--- config.mk ---
export PLATFORM = sky130hd
export DESIGN_NAME = lbm_sequencer
export DESIGN_NICKNAME = d
export VERILOG_FILES = /design/src/lbm_pkg.sv /design/src/lbm_be_fix.sv /design/src/lbm_sequencer.sv /design/src/lbm_sync3.sv
export SDC_FILE = /design/constraint.sdc
export NUM_CORES = 1
export LEC_CHECK = 0
export BUFFER_PORTS_ARGS = -buffer_cell sky130_fd_sc_hd__buf_2
export CORE_UTILIZATION = 50
export CTS_CLUSTER_SIZE = 28
export DETAILED_ROUTE_END_ITERATION = 8
export GPL_TIMING_DRIVEN = 0
export PLACE_DENSITY = 0.74
export SLEW_MARGIN = 20
export SYNTH_ARGS = -nofsm -noshare
export SYNTH_HDL_FRONTEND = slang
export SYNTH_SLANG_ARGS = --single-unit
--- constraint.sdc ---
create_clock -name clock_i -period 2.6 [get_ports clock_i]
set_clock_uncertainty 0.05 [all_clocks]
set_input_delay 0 -clock clock_i [delete_from_list [all_inputs] [get_ports clock_i]]
set_output_delay 0 -clock clock_i [all_outputs]
set_load 0.03 [all_outputs]
--- src/lbm_pkg.sv ---
/*
 * Shared definitions for the local bus master sequencer: bus states,
 * word count codes, field positions, reset values and timing counts.
 * Assumes nothing beyond a SystemVerilog compiler that accepts packages.
 */
package lbm_pkg;

	// Bus sequencer states, binary coded.
	typedef enum logic [2:0] {
		LBM_IDLE    = 3'h0,
		LBM_ADDR    = 3'h1,
		LBM_DATA    = 3'h2,
		LBM_WAIT    = 3'h3,
		LBM_RECOVER = 3'h4
	} lbm_state_t;

	// Word count codes carried on the two low shared lines.
	localparam logic [1:0] LBM_SIZE_1W = 2'h0;
	localparam logic [1:0] LBM_SIZE_2W = 2'h1;
	localparam logic [1:0] LBM_SIZE_3W = 2'h2;
	localparam logic [1:0] LBM_SIZE_4W = 2'h3;

	// Bus widths and field positions.
	localparam int LBM_DATA_W    = 32;
	localparam int LBM_LANES     = 4;
	localparam int LBM_WORDS     = 4;
	localparam int LBM_WADDR_W   = 30;
	localparam int LBM_SIZE_LSB  = 0;
	localparam int LBM_WADDR_LSB = 2;
	localparam int LBM_SYNC_W    = 34;

	// Recovery state lasts this many clocks; one state per clock.
	localparam int LBM_RECOVER_CLKS = 1;

	// Reset and idle levels of the bus controls.
	localparam logic [3:0]  LBM_BE_IDLE  = 4'hF;
	localparam logic [31:0] LBM_LAD_RST  = 32'h0000_0000;
	localparam logic [1:0]  LBM_CNT_RST  = 2'h0;

	// Complete state of the sequencer.
	typedef struct packed {
		lbm_state_t  state;
		logic        granted;
		logic        req_ready;
		logic        write;
		logic [1:0]  remain;
		logic [1:0]  idx;
		logic [127:0] wdata;
		logic [15:0] be_words;
		logic [31:0] lad_out;
		logic        lad_oe_n;
		logic        ale_n;
		logic        ads_n;
		logic        dtr;
		logic        den_n;
		logic        wr;
		logic [3:0]  be_n;
		logic [31:0] rdata;
		logic        rdata_valid;
		logic        done;
		logic        ready_seen;
	} lbm_regs_t;

	localparam lbm_regs_t LBM_REGS_RST = '{
		state: LBM_IDLE, granted: 1'b0, req_ready: 1'b0, write: 1'b0,
		remain: LBM_CNT_RST, idx: LBM_CNT_RST, wdata: '0, be_words: '0,
		lad_out: LBM_LAD_RST, lad_oe_n: 1'b1, ale_n: 1'b1, ads_n: 1'b1,
		dtr: 1'b0, den_n: 1'b1, wr: 1'b0, be_n: LBM_BE_IDLE,
		rdata: LBM_LAD_RST, rdata_valid: 1'b0, done: 1'b0, ready_seen: 1'b0
	};

endpackage

--- src/lbm_be_fix.sv ---
/*
 * Byte lane select cleanup: widens any set of lanes into one
 * contiguous run from the lowest to the highest selected lane.
 * Pure combinational; assumes active-high lane bits at its input.
 */
`timescale 1ns/1ps
`default_nettype none

module lbm_be_fix (
	input  wire logic [3:0] lanes_i,
	output logic      [3:0] lanes_o
);

	logic [3:0] above;
	logic [3:0] below;

	// A lane is kept when some lane at or below and some at or above it is set.
	always_comb begin
		above = 4'h0;
		below = 4'h0;
		for (int i = 0; i < 4; i++) begin
			for (int j = 0; j < 4; j++) begin
				if (j <= i && lanes_i[j]) below[i] = 1'b1;
				if (j >= i && lanes_i[j]) above[i] = 1'b1;
			end
		end
		lanes_o = above & below;
		// An empty set becomes a full word access.
		if (lanes_i == 4'h0) begin
			lanes_o = 4'hF;
		end
	end

endmodule

`default_nettype wire

--- src/lbm_sequencer.sv ---
/*
 * Device-side sequencer for a 32-bit multiplexed local bus. It takes
 * burst requests of one to four words from the core, runs them through
 * idle, address, data, wait and recovery states, and hands the bus to
 * an external master on a hold request.
 * Assumes a single 20 MHz clock, an active-low asynchronous reset, and a
 * memory or I/O controller outside that demultiplexes the bus and paces
 * every word with the active-low ready input.
 */
`timescale 1ns/1ps
`default_nettype none

// Functional notes
// - Address and data share one set of lines, by bus state.
// - Address state carries the word address on lines thirty-one down to two.
// - Address state carries the word count on the two low lines.
// - Count code: 00 one, 01 two, 10 three, 11 four words.
// - Exactly five states; idle when nothing is in progress.
// - A new request in idle moves to the address state.
// - After address: data if ready, else wait until ready.
// - Any number of wait states is accepted.
// - Burst words follow through data again, or wait when not ready.
// - After the last word the sequencer passes through recovery.
// - After recovery: idle, or straight into a pending request.
// - At most four words per burst, one word every four clocks best case.
// - No burst crosses an aligned sixteen-byte block.
// - Four byte lane selects mark the valid bytes of each word.
// - Byte, half and word transfers; peripherals are memory mapped. Lane cleanup also gives three-byte runs, e.g. lanes 0 to 2.
// - Sequencer drives latch, status, command, direction, transceiver enable.
// - Shared lines are released when no address or data is driven.
// - A hold request is answered with a takeover grant.
// - Status strobe in each address state and after each ready but the last in a burst.
// - Transceiver enable is low throughout data and wait states.
// - Only adjacent byte lanes are ever selected.
module lbm_sequencer (
	input  wire logic                clock_i,
	input  wire logic                nrst_i,
	// Core request side.
	input  wire logic                req_valid_i,
	input  wire logic                req_write_i,
	input  wire logic [29:0]         req_addr_i,
	input  wire logic [1:0]          req_size_i,
	input  wire logic [127:0]        req_wdata_i,
	input  wire logic [15:0]         req_be_i,
	output logic                     req_ready_o,
	output logic [31:0]              rdata_o,
	output logic                     rdata_valid_o,
	output logic                     done_o,
	// Local bus pins.
	input  wire logic [31:0]         shared_addr_data_lines_i,
	output logic [31:0]              shared_addr_data_lines_o,
	output logic                     shared_addr_data_lines_oe_n_o,
	output logic                     addr_latch_n_o,
	output logic                     address_state_strobe_n_o,
	output logic                     write_read_o,
	output logic                     transceiver_direction_o,
	output logic                     transceiver_output_enable_n_o,
	output logic [3:0]               byte_lane_selects_n_o,
	input  wire logic                ready_n_i,
	input  wire logic                hold_i,
	output logic                     bus_takeover_grant_o
);

	import lbm_pkg::*;

	lbm_regs_t                 r;
	lbm_regs_t                 next_r;
	logic [LBM_SYNC_W-1:0]     sync_in;
	logic [LBM_SYNC_W-1:0]     sync_rst;
	logic [LBM_SYNC_W-1:0]     sync_out;
	logic [31:0]               lad_s;
	logic                      ready_s;
	logic                      hold_s;
	logic [15:0]               be_clean;
	logic [1:0]                room;
	logic [1:0]                size_eff;
	logic [1:0]                next_idx;
	logic                      take;
	logic                      ready_new;

	// Pin inputs pass the three-stage filter; data rides with ready so
	// the sampled word lines up with the ready that qualifies it.
	assign sync_in  = {hold_i, ready_n_i, shared_addr_data_lines_i};
	assign sync_rst = {1'b0, 1'b1, LBM_LAD_RST};

	lbm_sync3 #(
		.W (LBM_SYNC_W)
	) u_pin_sync (
		.clock_i   (clock_i),
		.nrst_i    (nrst_i),
		.async_i   (sync_in),
		.rst_val_i (sync_rst),
		.sync_o    (sync_out)
	);

	// Split the filtered pins; ready is active low on the wire.
	assign lad_s   = sync_out[31:0];
	assign ready_s = ~sync_out[32];
	assign hold_s  = sync_out[33];

	// The filter drops pulses shorter than two clocks, so the responder holds
	// ready until answered; one word is taken per fresh assertion only.
	assign ready_new = ready_s && !r.ready_seen;

	generate
		for (genvar w = 0; w < LBM_WORDS; w++) begin : g_be
			lbm_be_fix u_be_fix (
				.lanes_i (req_be_i[4*w +: 4]),
				.lanes_o (be_clean[4*w +: 4])
			);
		end
	endgenerate

	// clip at block edge
	// Words left in the aligned sixteen-byte block from the start word,
	// minus one, so the burst never carries past the low word bits.
	assign room     = 2'h3 - req_addr_i[1:0];
	assign size_eff = (req_size_i > room) ? room : req_size_i;

	// A request is taken when the core offers it and the sequencer is ready.
	assign take = req_valid_i && r.req_ready;

	// Next-state logic for the whole sequencer.
	always_comb begin
		next_r             = r;
		next_r.rdata_valid = 1'b0;
		next_r.done        = 1'b0;
		next_r.ready_seen  = ready_s;
		next_idx           = r.idx + 2'h1;
		case (r.state)
			LBM_IDLE: begin
				if (r.granted) begin
					if (!hold_s) begin
						next_r.granted = 1'b0;
					end
				end else if (hold_s && !take) begin
					next_r.granted = 1'b1;
				end
			end
			// Address state ends: release the latch and status strobes and
			// turn the lines around for the first data word.
			LBM_ADDR: begin
				next_r.ale_n    = 1'b1;
				next_r.ads_n    = 1'b1;
				next_r.den_n    = 1'b0;
				next_r.lad_out  = r.wdata[31:0];
				next_r.lad_oe_n = ~r.write;
				if (ready_new) begin
					next_r.state = LBM_DATA;
				end else begin
					next_r.state = LBM_WAIT;
				end
			end
			// Data and wait states behave alike; only the name differs.
			LBM_DATA, LBM_WAIT: begin
				next_r.ads_n = 1'b1;
				if (ready_new) begin
					next_r.rdata       = lad_s;
					next_r.rdata_valid = ~r.write;
					if (r.remain == LBM_CNT_RST) begin
						next_r.state    = LBM_RECOVER;
						next_r.lad_oe_n = 1'b1;
						next_r.den_n    = 1'b1;
						next_r.be_n     = LBM_BE_IDLE;
						next_r.done     = 1'b1;
					end else begin
						next_r.state   = LBM_DATA;
						next_r.remain  = r.remain - 2'h1;
						next_r.idx     = next_idx;
						next_r.ads_n   = 1'b0;
						next_r.be_n    = ~r.be_words[4*next_idx +: 4];
						next_r.lad_out = r.wdata[32*next_idx +: 32];
					end
				end else begin
					next_r.state = LBM_WAIT;
				end
			end
			LBM_RECOVER: begin
				next_r.state = LBM_IDLE;
				next_r.dtr   = 1'b0;
				next_r.wr    = 1'b0;
				// A request taken in this clock keeps the bus; grant follows it.
				if (hold_s && !take) begin
					next_r.granted = 1'b1;
				end
			end
			default: begin
				next_r = LBM_REGS_RST;
			end
		endcase

		// start address state
		// Taken in idle or in recovery, so a pending request follows
		// the recovery clock directly.
		if (take) begin
			next_r.state    = LBM_ADDR;
			next_r.write    = req_write_i;
			next_r.wdata    = req_wdata_i;
			next_r.be_words = be_clean;
			next_r.remain   = size_eff;
			next_r.idx      = LBM_CNT_RST;
			next_r.lad_out[31:LBM_WADDR_LSB]  = req_addr_i;
			next_r.lad_out[1:LBM_SIZE_LSB]    = size_eff;
			next_r.lad_oe_n = 1'b0;
			next_r.ale_n    = 1'b0;
			next_r.ads_n    = 1'b0;
			next_r.dtr      = req_write_i;
			next_r.wr       = req_write_i;
			next_r.den_n    = 1'b1;
			next_r.be_n     = ~be_clean[3:0];
		end

		// Ready for a new request only while idle or recovering, not
		// granted away and with no hold pending.
		next_r.req_ready = ((next_r.state == LBM_IDLE) || (next_r.state == LBM_RECOVER))
			&& !next_r.granted && !hold_s;
	end

	// Register the whole state.
	always_ff @(posedge clock_i or negedge nrst_i) begin
		if (!nrst_i) begin
			r <= LBM_REGS_RST;
		end else begin
			r <= next_r;
		end
	end

	// Every output is a field of the registered state.
	assign req_ready_o                   = r.req_ready;
	assign rdata_o                       = r.rdata;
	assign rdata_valid_o                 = r.rdata_valid;
	assign done_o                        = r.done;
	assign shared_addr_data_lines_o      = r.lad_out;
	assign shared_addr_data_lines_oe_n_o = r.lad_oe_n;
	assign addr_latch_n_o                = r.ale_n;
	assign address_state_strobe_n_o      = r.ads_n;
	assign write_read_o                  = r.wr;
	assign transceiver_direction_o       = r.dtr;
	assign transceiver_output_enable_n_o = r.den_n;
	assign byte_lane_selects_n_o         = r.be_n;
	assign bus_takeover_grant_o          = r.granted;

endmodule

`default_nettype wire

--- src/lbm_sync3.sv ---
/*
 * Three-stage input synchroniser with agreement filter.
 * Assumes its inputs come from pins outside the clock domain.
 */
`timescale 1ns/1ps
`default_nettype none

module lbm_sync3 #(
	parameter int W = 1
) (
	input  wire logic         clock_i,
	input  wire logic         nrst_i,
	input  wire logic [W-1:0] async_i,
	input  wire logic [W-1:0] rst_val_i,
	output logic      [W-1:0] sync_o
);

	typedef struct packed {
		logic [W-1:0] s1;
		logic [W-1:0] s2;
		logic [W-1:0] s3;
		logic [W-1:0] q;
	} lbm_sync_regs_t;

	lbm_sync_regs_t r;
	lbm_sync_regs_t next_r;
	logic           seeded;

	// Shift the chain; a bit of the output moves only when stages two and three agree.
	always_comb begin
		next_r    = r;
		next_r.s1 = async_i;
		next_r.s2 = r.s1;
		next_r.s3 = r.s2;
		next_r.q  = (r.s2 & ~(r.s2 ^ r.s3)) | (r.q & (r.s2 ^ r.s3));
		if (!seeded) begin
			next_r.q = rst_val_i;
		end
	end

	// Register the state; the first clock after release seeds the output.
	always_ff @(posedge clock_i or negedge nrst_i) begin
		if (!nrst_i) begin
			r      <= '0;
			seeded <= 1'b0;
		end else begin
			r      <= next_r;
			seeded <= 1'b1;
		end
	end

	assign sync_o = r.q;

endmodule

`default_nettype wire

==> Word level (Yosys, flattened, before mapping) <==
Cells that the tools add are included.
{ "totals": {"out_inout_bits": 78, "ff_bits": 368, "wordCells": 165, "in_bits": 214} }
{ "op_classes": {"n_mux": 77, "reduce_logical": 29, "bitwise_logic": 14, "addsub": 3, "order_cmp": 1, "eq_ne": 14, "shifts": 2} }
{ "ops": {"columns": ["operator", "count"], "rows": [
  ["191-bit two-way mux", 1],
  ["144-bit two-way mux", 1],
  ["128-bit by 8-bit variable part select with 32-bit output", 1],
  ["33-bit one-hot mux with 3 select lines", 1],
  ["38-bit one-hot mux with 2 select lines", 1],
  ["34-bit bitwise AND", 2],
  ["1-bit two-way mux", 53],
  ["38-bit two-way mux", 1],
  ["34-bit two-way mux", 1],
  ["34-bit inverter", 1],
  ["34-bit bitwise OR", 1],
  ["34-bit bitwise XOR", 1],
  ["33-bit two-way mux", 1],
  ["32-bit two-way mux", 1],
  ["4-bit two-way mux", 7],
  ["4-bit bitwise AND", 4],
  ["4-bit zero test", 4],
  ["16-bit by 5-bit variable part select with 4-bit output", 1],
  ["2-bit by 1-bit inequality test with 1-bit output, second input constant", 5],
  ["3-bit two-way mux", 3],
  ["3-bit inequality test, second input constant", 3],
  ["3-bit one-hot mux with 3 select lines", 1],
  ["3-bit AND reduction", 3],
  ["4-bit inverter", 2],
  ["other kinds (23)", 40]
]} }

==> Logic depth before layout (Yosys ltp) <==
{ "depth": {"ltp_word": 9, "ltp_mapped": 7, "mapped_depth_nobuf": 6} }

==> Cells and area by module <==
A second synthesis with hierarchy kept.
{ "hier_totals": {"cells_unflattened": 1119, "area_unflattened_um2": 15204.6} }
{ "modules_own_cells": {"columns": ["mod", "area_each_um2", "cells_each", "seq_area_each_um2", "n_inst"], "rows": [
  ["lbm_sequencer", 10407.5, 768, 5765.5, 1],
  ["lbm_sync3", 4551.9, 315, 3428.3, 1],
  ["lbm_be_fix", 61.3, 9, 0.0, 4]
]} }

==> Least setup slack after synthesis <==
Ideal clock, no wire load.
{ "synth_timing": {"kind": "reg2reg", "startpoint": "register r[222] in the netlist's numbering", "endpoint": "register r, in the netlist shared_addr_data_lines_o[10]", "path_buffers": 2, "path_stages_with_launch": 6, "slack_ps": 775, "t_arrival_ps": 1647, "cell_sequence": "dfrtp_1 > buf_6 > buf_2 > mux4_2 > a221oi_1 > a21oi_1"} }
{ "synth_between": {"elab_chain_len": 6} }
{ "synth_rtl": {"columns": ["item", "line_no", "source"], "rows": [
  ["start, declared", "lbm_sequencer.sv:66", "lbm_regs_t r;"],
  ["start signal, assigned", "lbm_sequencer.sv:224", "r <= next_r;"],
  ["2-bit by 1-bit adder with 2-bit output", "lbm_sequencer.sv:129", "next_idx = r.idx + 2'h1;"],
  ["128-bit by 8-bit variable part select with 32-bit output", "lbm_sequencer.sv:172", "next_r.lad_out = r.wdata[32*next_idx +: 32];"],
  ["32-bit two-way mux", "lbm_sequencer.sv:160", "if (r.remain == LBM_CNT_RST) begin"],
  ["33-bit two-way mux", "lbm_sequencer.sv:157", "if (ready_new) begin"],
  ["33-bit one-hot mux with 3 select lines", "lbm_sequencer.sv:130", "case (r.state)"],
  ["191-bit two-way mux", "lbm_sequencer.sv:195", "if (take) begin"]
]} }
No other way between the ends. The select of a mux whose other input is x is not followed.
A chain may end at the register's enable or synchronous reset.

==> Final worst setup path <==
{ "layout_timing": {"startpoint": "register r[230] in the netlist's numbering", "endpoint": "register r, in the netlist shared_addr_data_lines_o[21]"} }
{ "layout_between": {"elab_chain_len": 4} }
{ "layout_rtl": {"columns": ["item", "line_no"], "rows": [
  ["3-bit by 2-bit equality test with 1-bit output, or another cell as far along", "lbm_sequencer.sv:130"],
  ["2-bit OR reduction", null],
  ["3-bit inequality test (no source line), or another cell as far along", null],
  ["3-bit AND reduction (no source line) or 191-bit two-way mux (tied branches)", null]
]} }
Several ways; a longest one is shown, not always the timed one.

==> summary.txt <==
Setup path
  – CP max-delay cell: nor2_1
  – Max FO, Critical Path: 10
  – CP required: 2.99 ns
  – Max incr delay on CP: 0.59 ns
  – RR Startpoint: r[230]$_DFF_PN0_
  – R2R Setup Slk: 0.14 ns
  – CP Capture Type: register
  – Critical path, cell by cell: buf_2 -> nand2b_1 -> nor2_1 -> clkbuf_1 -> a221oi_1 -> a21oi_1
  – CP Class: register to register
  – CP startpoint kind: register
  – WP buf/inv: 2
  – R2r worst-path depth: 6
  – Cell family with most CP delay: simple AND/OR/NAND/NOR gates
  – Worst reg2reg endpoint: shared_addr_data_lines_o[21]$_DFFE_PN0P_
  – Critical path data arrival time: 2.85 ns

Synth
  – Ys Warns: 0
  – Async set-reset flop share out of synthesis: 100.0%
  – Largest family of logic cells by synthesized area: compound AO/OA/AOI/OAI gates
  – Average size of a mapped cell: 13.23 µm²
  – Synth Area in Compound Gates: 18.11%
  – Synthesized Nets: 1,320
  – Post-Syn Instances: 1,102
  – EDFF count, synth: 0
  – Cell area after synthesis: 14,570 µm²
  – Distinct cells, synth: 47
  – FF+latch count, synth: 367
  – Mux contribution to synthesized area: 5.872%
  – Simple-gate share of the synthesized area: 5.709%
  – Top_reg_cell synth: dfrtp_1
  – XOR/XNOR Fraction of Synth Area: 0.3606%
  – Sequential share of the synthesized area: 63.08%
  – Adder-Cell Fraction of Synth Area: 0.3434%

Placed design
  – Routability congestion estimate: 0.8433
  – Pre-CTS setup slack: 0.2513 ns
  – Count of input and output buffers: 291
  – Sum of net half-perimeters after detailed placement: 26.74 mm
  – Placed Cells incl. Taps: 1,780

STA
  – RSZ-0062 raised after global routing: no
  – Hold Vio Cnt, Final: 0
  – Final setup vio count: 0
  – Worst Tran Pin Value: 0.9545 ns
  – Sum of negative setup slack: 0 ns
  – Max-slew headroom at the worst pin: 35.88%
  – Minimum clock period: 2.457 ns
  – Final Cycle Share: 94.49%
  – Final Worst Setup Slack: 0.1434 ns
  – Slew Limit Fails: 0
  – Highest Clock Rate: 407.1 MHz

Die
  – Core area: 28,700 µm²
  – Die ar.: 29,830 µm²
  – Die Ht: 172.7 µm
  – I/O pins: 292
  – Cell row count: 62
  – Initial Utilization: 50.78%
  – Die width: 172.7 µm

Power and ir drop
  – Lkg Pwr: 9.779 nW
  – Logic pwr share: 32.1%
  – Share of power burned in registers: 40.2%
  – Worst vdd ir: 0.0006319 V
  – Clk network pwr share: 27.7%
  – NetSw: 6.836 mW
  – Switching Share: 32.59%
  – Internal: 14.14 mW
  – Pwr Total: 20.98 mW
  – Pwr per Cell Area: 1039 nW/µm²

Detailed routing
  – Vias per Instance: 5.744
  – Via Count: 11,930
  – Post-route DRC: 0
  – Post-route ant nets: 0
  – Routed length per instance: 21.18 µm
  – Drt total wl: 43.98 mm
  – Initial DRC count: 922
  – Router iterations before antenna repair: 5

Clock tree
  – TritonCTS buffer count: 39
  – Root Driver: clkbuf_16
  – CTS tree: built
  – Max clock buf depth: 3
  – Clock Latency Late Sink: 0.52 ns
  – Clk slew on worst S/H paths: 0.06 ns
  – Clk sinks: 367
  – H-tree depth: 2
  – Postcts setup bufs: 0

Layout
  – Multi-input logic area: 4433 µm²
  – Area Overhead vs Synth: 38.55%
  – Final non-filler cell total: 2,076
  – Most frequent cells in the layout: 359 x dfrtp_1, 315 x buf_2, 222 x dlygate4sd3_1, 162 x a22o_1, 74 x buf_4
  – Register area: 9194 µm²
  – Final core occ: 70.35%
  – Share of layout cells above drive strength 1: 30.76%
  – Layout fillers: 1,896
  – Final nets: 1,877
  – Most common cell after layout, fill and taps aside: dfrtp_1

GRT
  – Vias in the first global route: 12,620
  – Global-route wire length before repair: 69.14 mm
  – Largest net degree at the start of global routing: 100
  – GR Util All Layers: 30.01%
  – Initial antenna violation count: 6
  – Gr ovfl total: 0

Run status
  – Outcome: finished, final reports clean

Hold path
  – Hold Path Stages: 4
  – Min-delay src: req_size_i[1]
  – WHS Endpoint: shared_addr_data_lines_o[1]$_DFFE_PN0P_
  – Type of the most critical hold path: primary input to register

Run
  – Max-cap viol count: 0
==> Yosys cell counts, types with 6 or more instances <==
cell      number  area share [%]
nor2_1        50             1.3
buf_2         25            0.86
a31oi_1        6            0.26
dfstp_2        8             1.4
clkbuf_1      40             1.0
xor2_1         6            0.36
mux4_2        36             5.6
nor3_1        10            0.34
a221oi_1      32             1.9
inv_1         13            0.33
buf_4         74             3.8
and3_1        31             1.3
a21boi_0      34             1.8
buf_6          6            0.46
nand2_1       65             1.7
o21ai_0       58             2.0
dfrtp_1      359              62
a22o_1       162             9.7
a21oi_1       33             1.1
==> layer usage <==
metal | GRT usage [%] | vias to the layer above | part of all wire [%]
met5 | 0 | - | 0
met4 | 13.24 | 0 | 4.4
met3 | 5.475 | 168 | 7.3
met2 | 49.75 | 670 | 49
met1 | 38.90 | 5959 | 39
li1 | - | 5128 | -
==> per-stage QoR <==
step           instance area [µm²]  hold WS [ns]
2_1_floorplan                14570       -0.3456
3_3_place_gp                 16510       0.05749
3_5_place_dp                 16600       0.03903
4_1_cts                      20180      0.004479
5_1_grt                      20190       0.04393
6_report                     20190       0.03476
==> area by class of cell <==
type,instances,area share (%)
inverters,13,0.2417
flip-flops and latches,367,45.53
clock inverters,16,1.103
well taps,384,2.379
plain buffers,145,4.455
clock buffers,53,5.595
diodes,5,0.06197
repair buffers,516,18.68
multi-input cells,577,21.95
==> logic make-up (layout without fill, tap and decap cells) <==
family | after synthesis | after routing
compound gates | 346 | 346
xor+xnor | 6 | 6
fa+ha+maj | 4 | 4
buf+inv | 158 | 743
flops | 367 | 367
mux | 40 | 40
other cells | 1 | 6
simple gates | 180 | 180
==> tightest hold or removal path: stages <==
cell and delay, ns:
buf_2 0.14, ha_1 0.18, nand2_1 0.10, a41oi_1 0.15
==> worst max path at each step <==
stage	from	to	cells past startpoint
2_1_floorplan	r[222]$_DFFE_PN0P_	shared_addr_data_lines_o[10]$_DFFE_PN0P_	5
3_3_place_gp	nrst_i	r[215]$_DFFE_PN0P_	1
3_5_place_dp	r[230]$_DFF_PN0_	shared_addr_data_lines_o[23]$_DFFE_PN0P_	6
4_1_cts	req_ready_o$_DFF_PN0_	r[92]$_DFFE_PN0P_	7
5_1_grt	r[230]$_DFF_PN0_	shared_addr_data_lines_o[21]$_DFFE_PN0P_	6
6_report	r[230]$_DFF_PN0_	shared_addr_data_lines_o[21]$_DFFE_PN0P_	6
==> timing repair <==
item | in CTS | in global routing
hold buffers | 222 | 0
endpoints found under the hold margin | 314 | 0
endpoints found under the setup margin | 0 | 6
gates resized for setup | 0 | 2
==> power groups by stage <==
stage | sequential, mW | clock, mW | combinational, mW
final | 8.43 | 5.81 | 6.74
after global routing | 8.57 | 6.12 | 7.21
after CTS | 8.34 | 5.88 | 6.65
after detailed placement | 8.41 | 0 | 6.35
after global placement | 8.34 | 0 | 6.20
after floorplan | 8.16 | 0 | 4.66
==> flip-flops by register name, summed over array words and instances, names as in the netlist <==
| register | cells |
|---|---|
| req_ready_o | 1 |
| u_pin_sync.next_r | 68 |
| addr_latch_n_o | 1 |
| bus_takeover_grant_o | 1 |
| shared_addr_data_lines_oe_n_o | 1 |
| shared_addr_data_lines_o | 32 |
| rdata_valid_o | 1 |
| transceiver_output_enable_n_o | 1 |
| u_pin_sync.r | 34 |
| byte_lane_selects_n_o | 4 |
| address_state_strobe_n_o | 1 |
| rdata_o | 32 |
| u_pin_sync.sync_o | 34 |
| r | 153 |
| u_pin_sync.seeded | 1 |
| done_o | 1 |
| transceiver_direction_o | 1 |
Power figures use the tool's default switching activity.
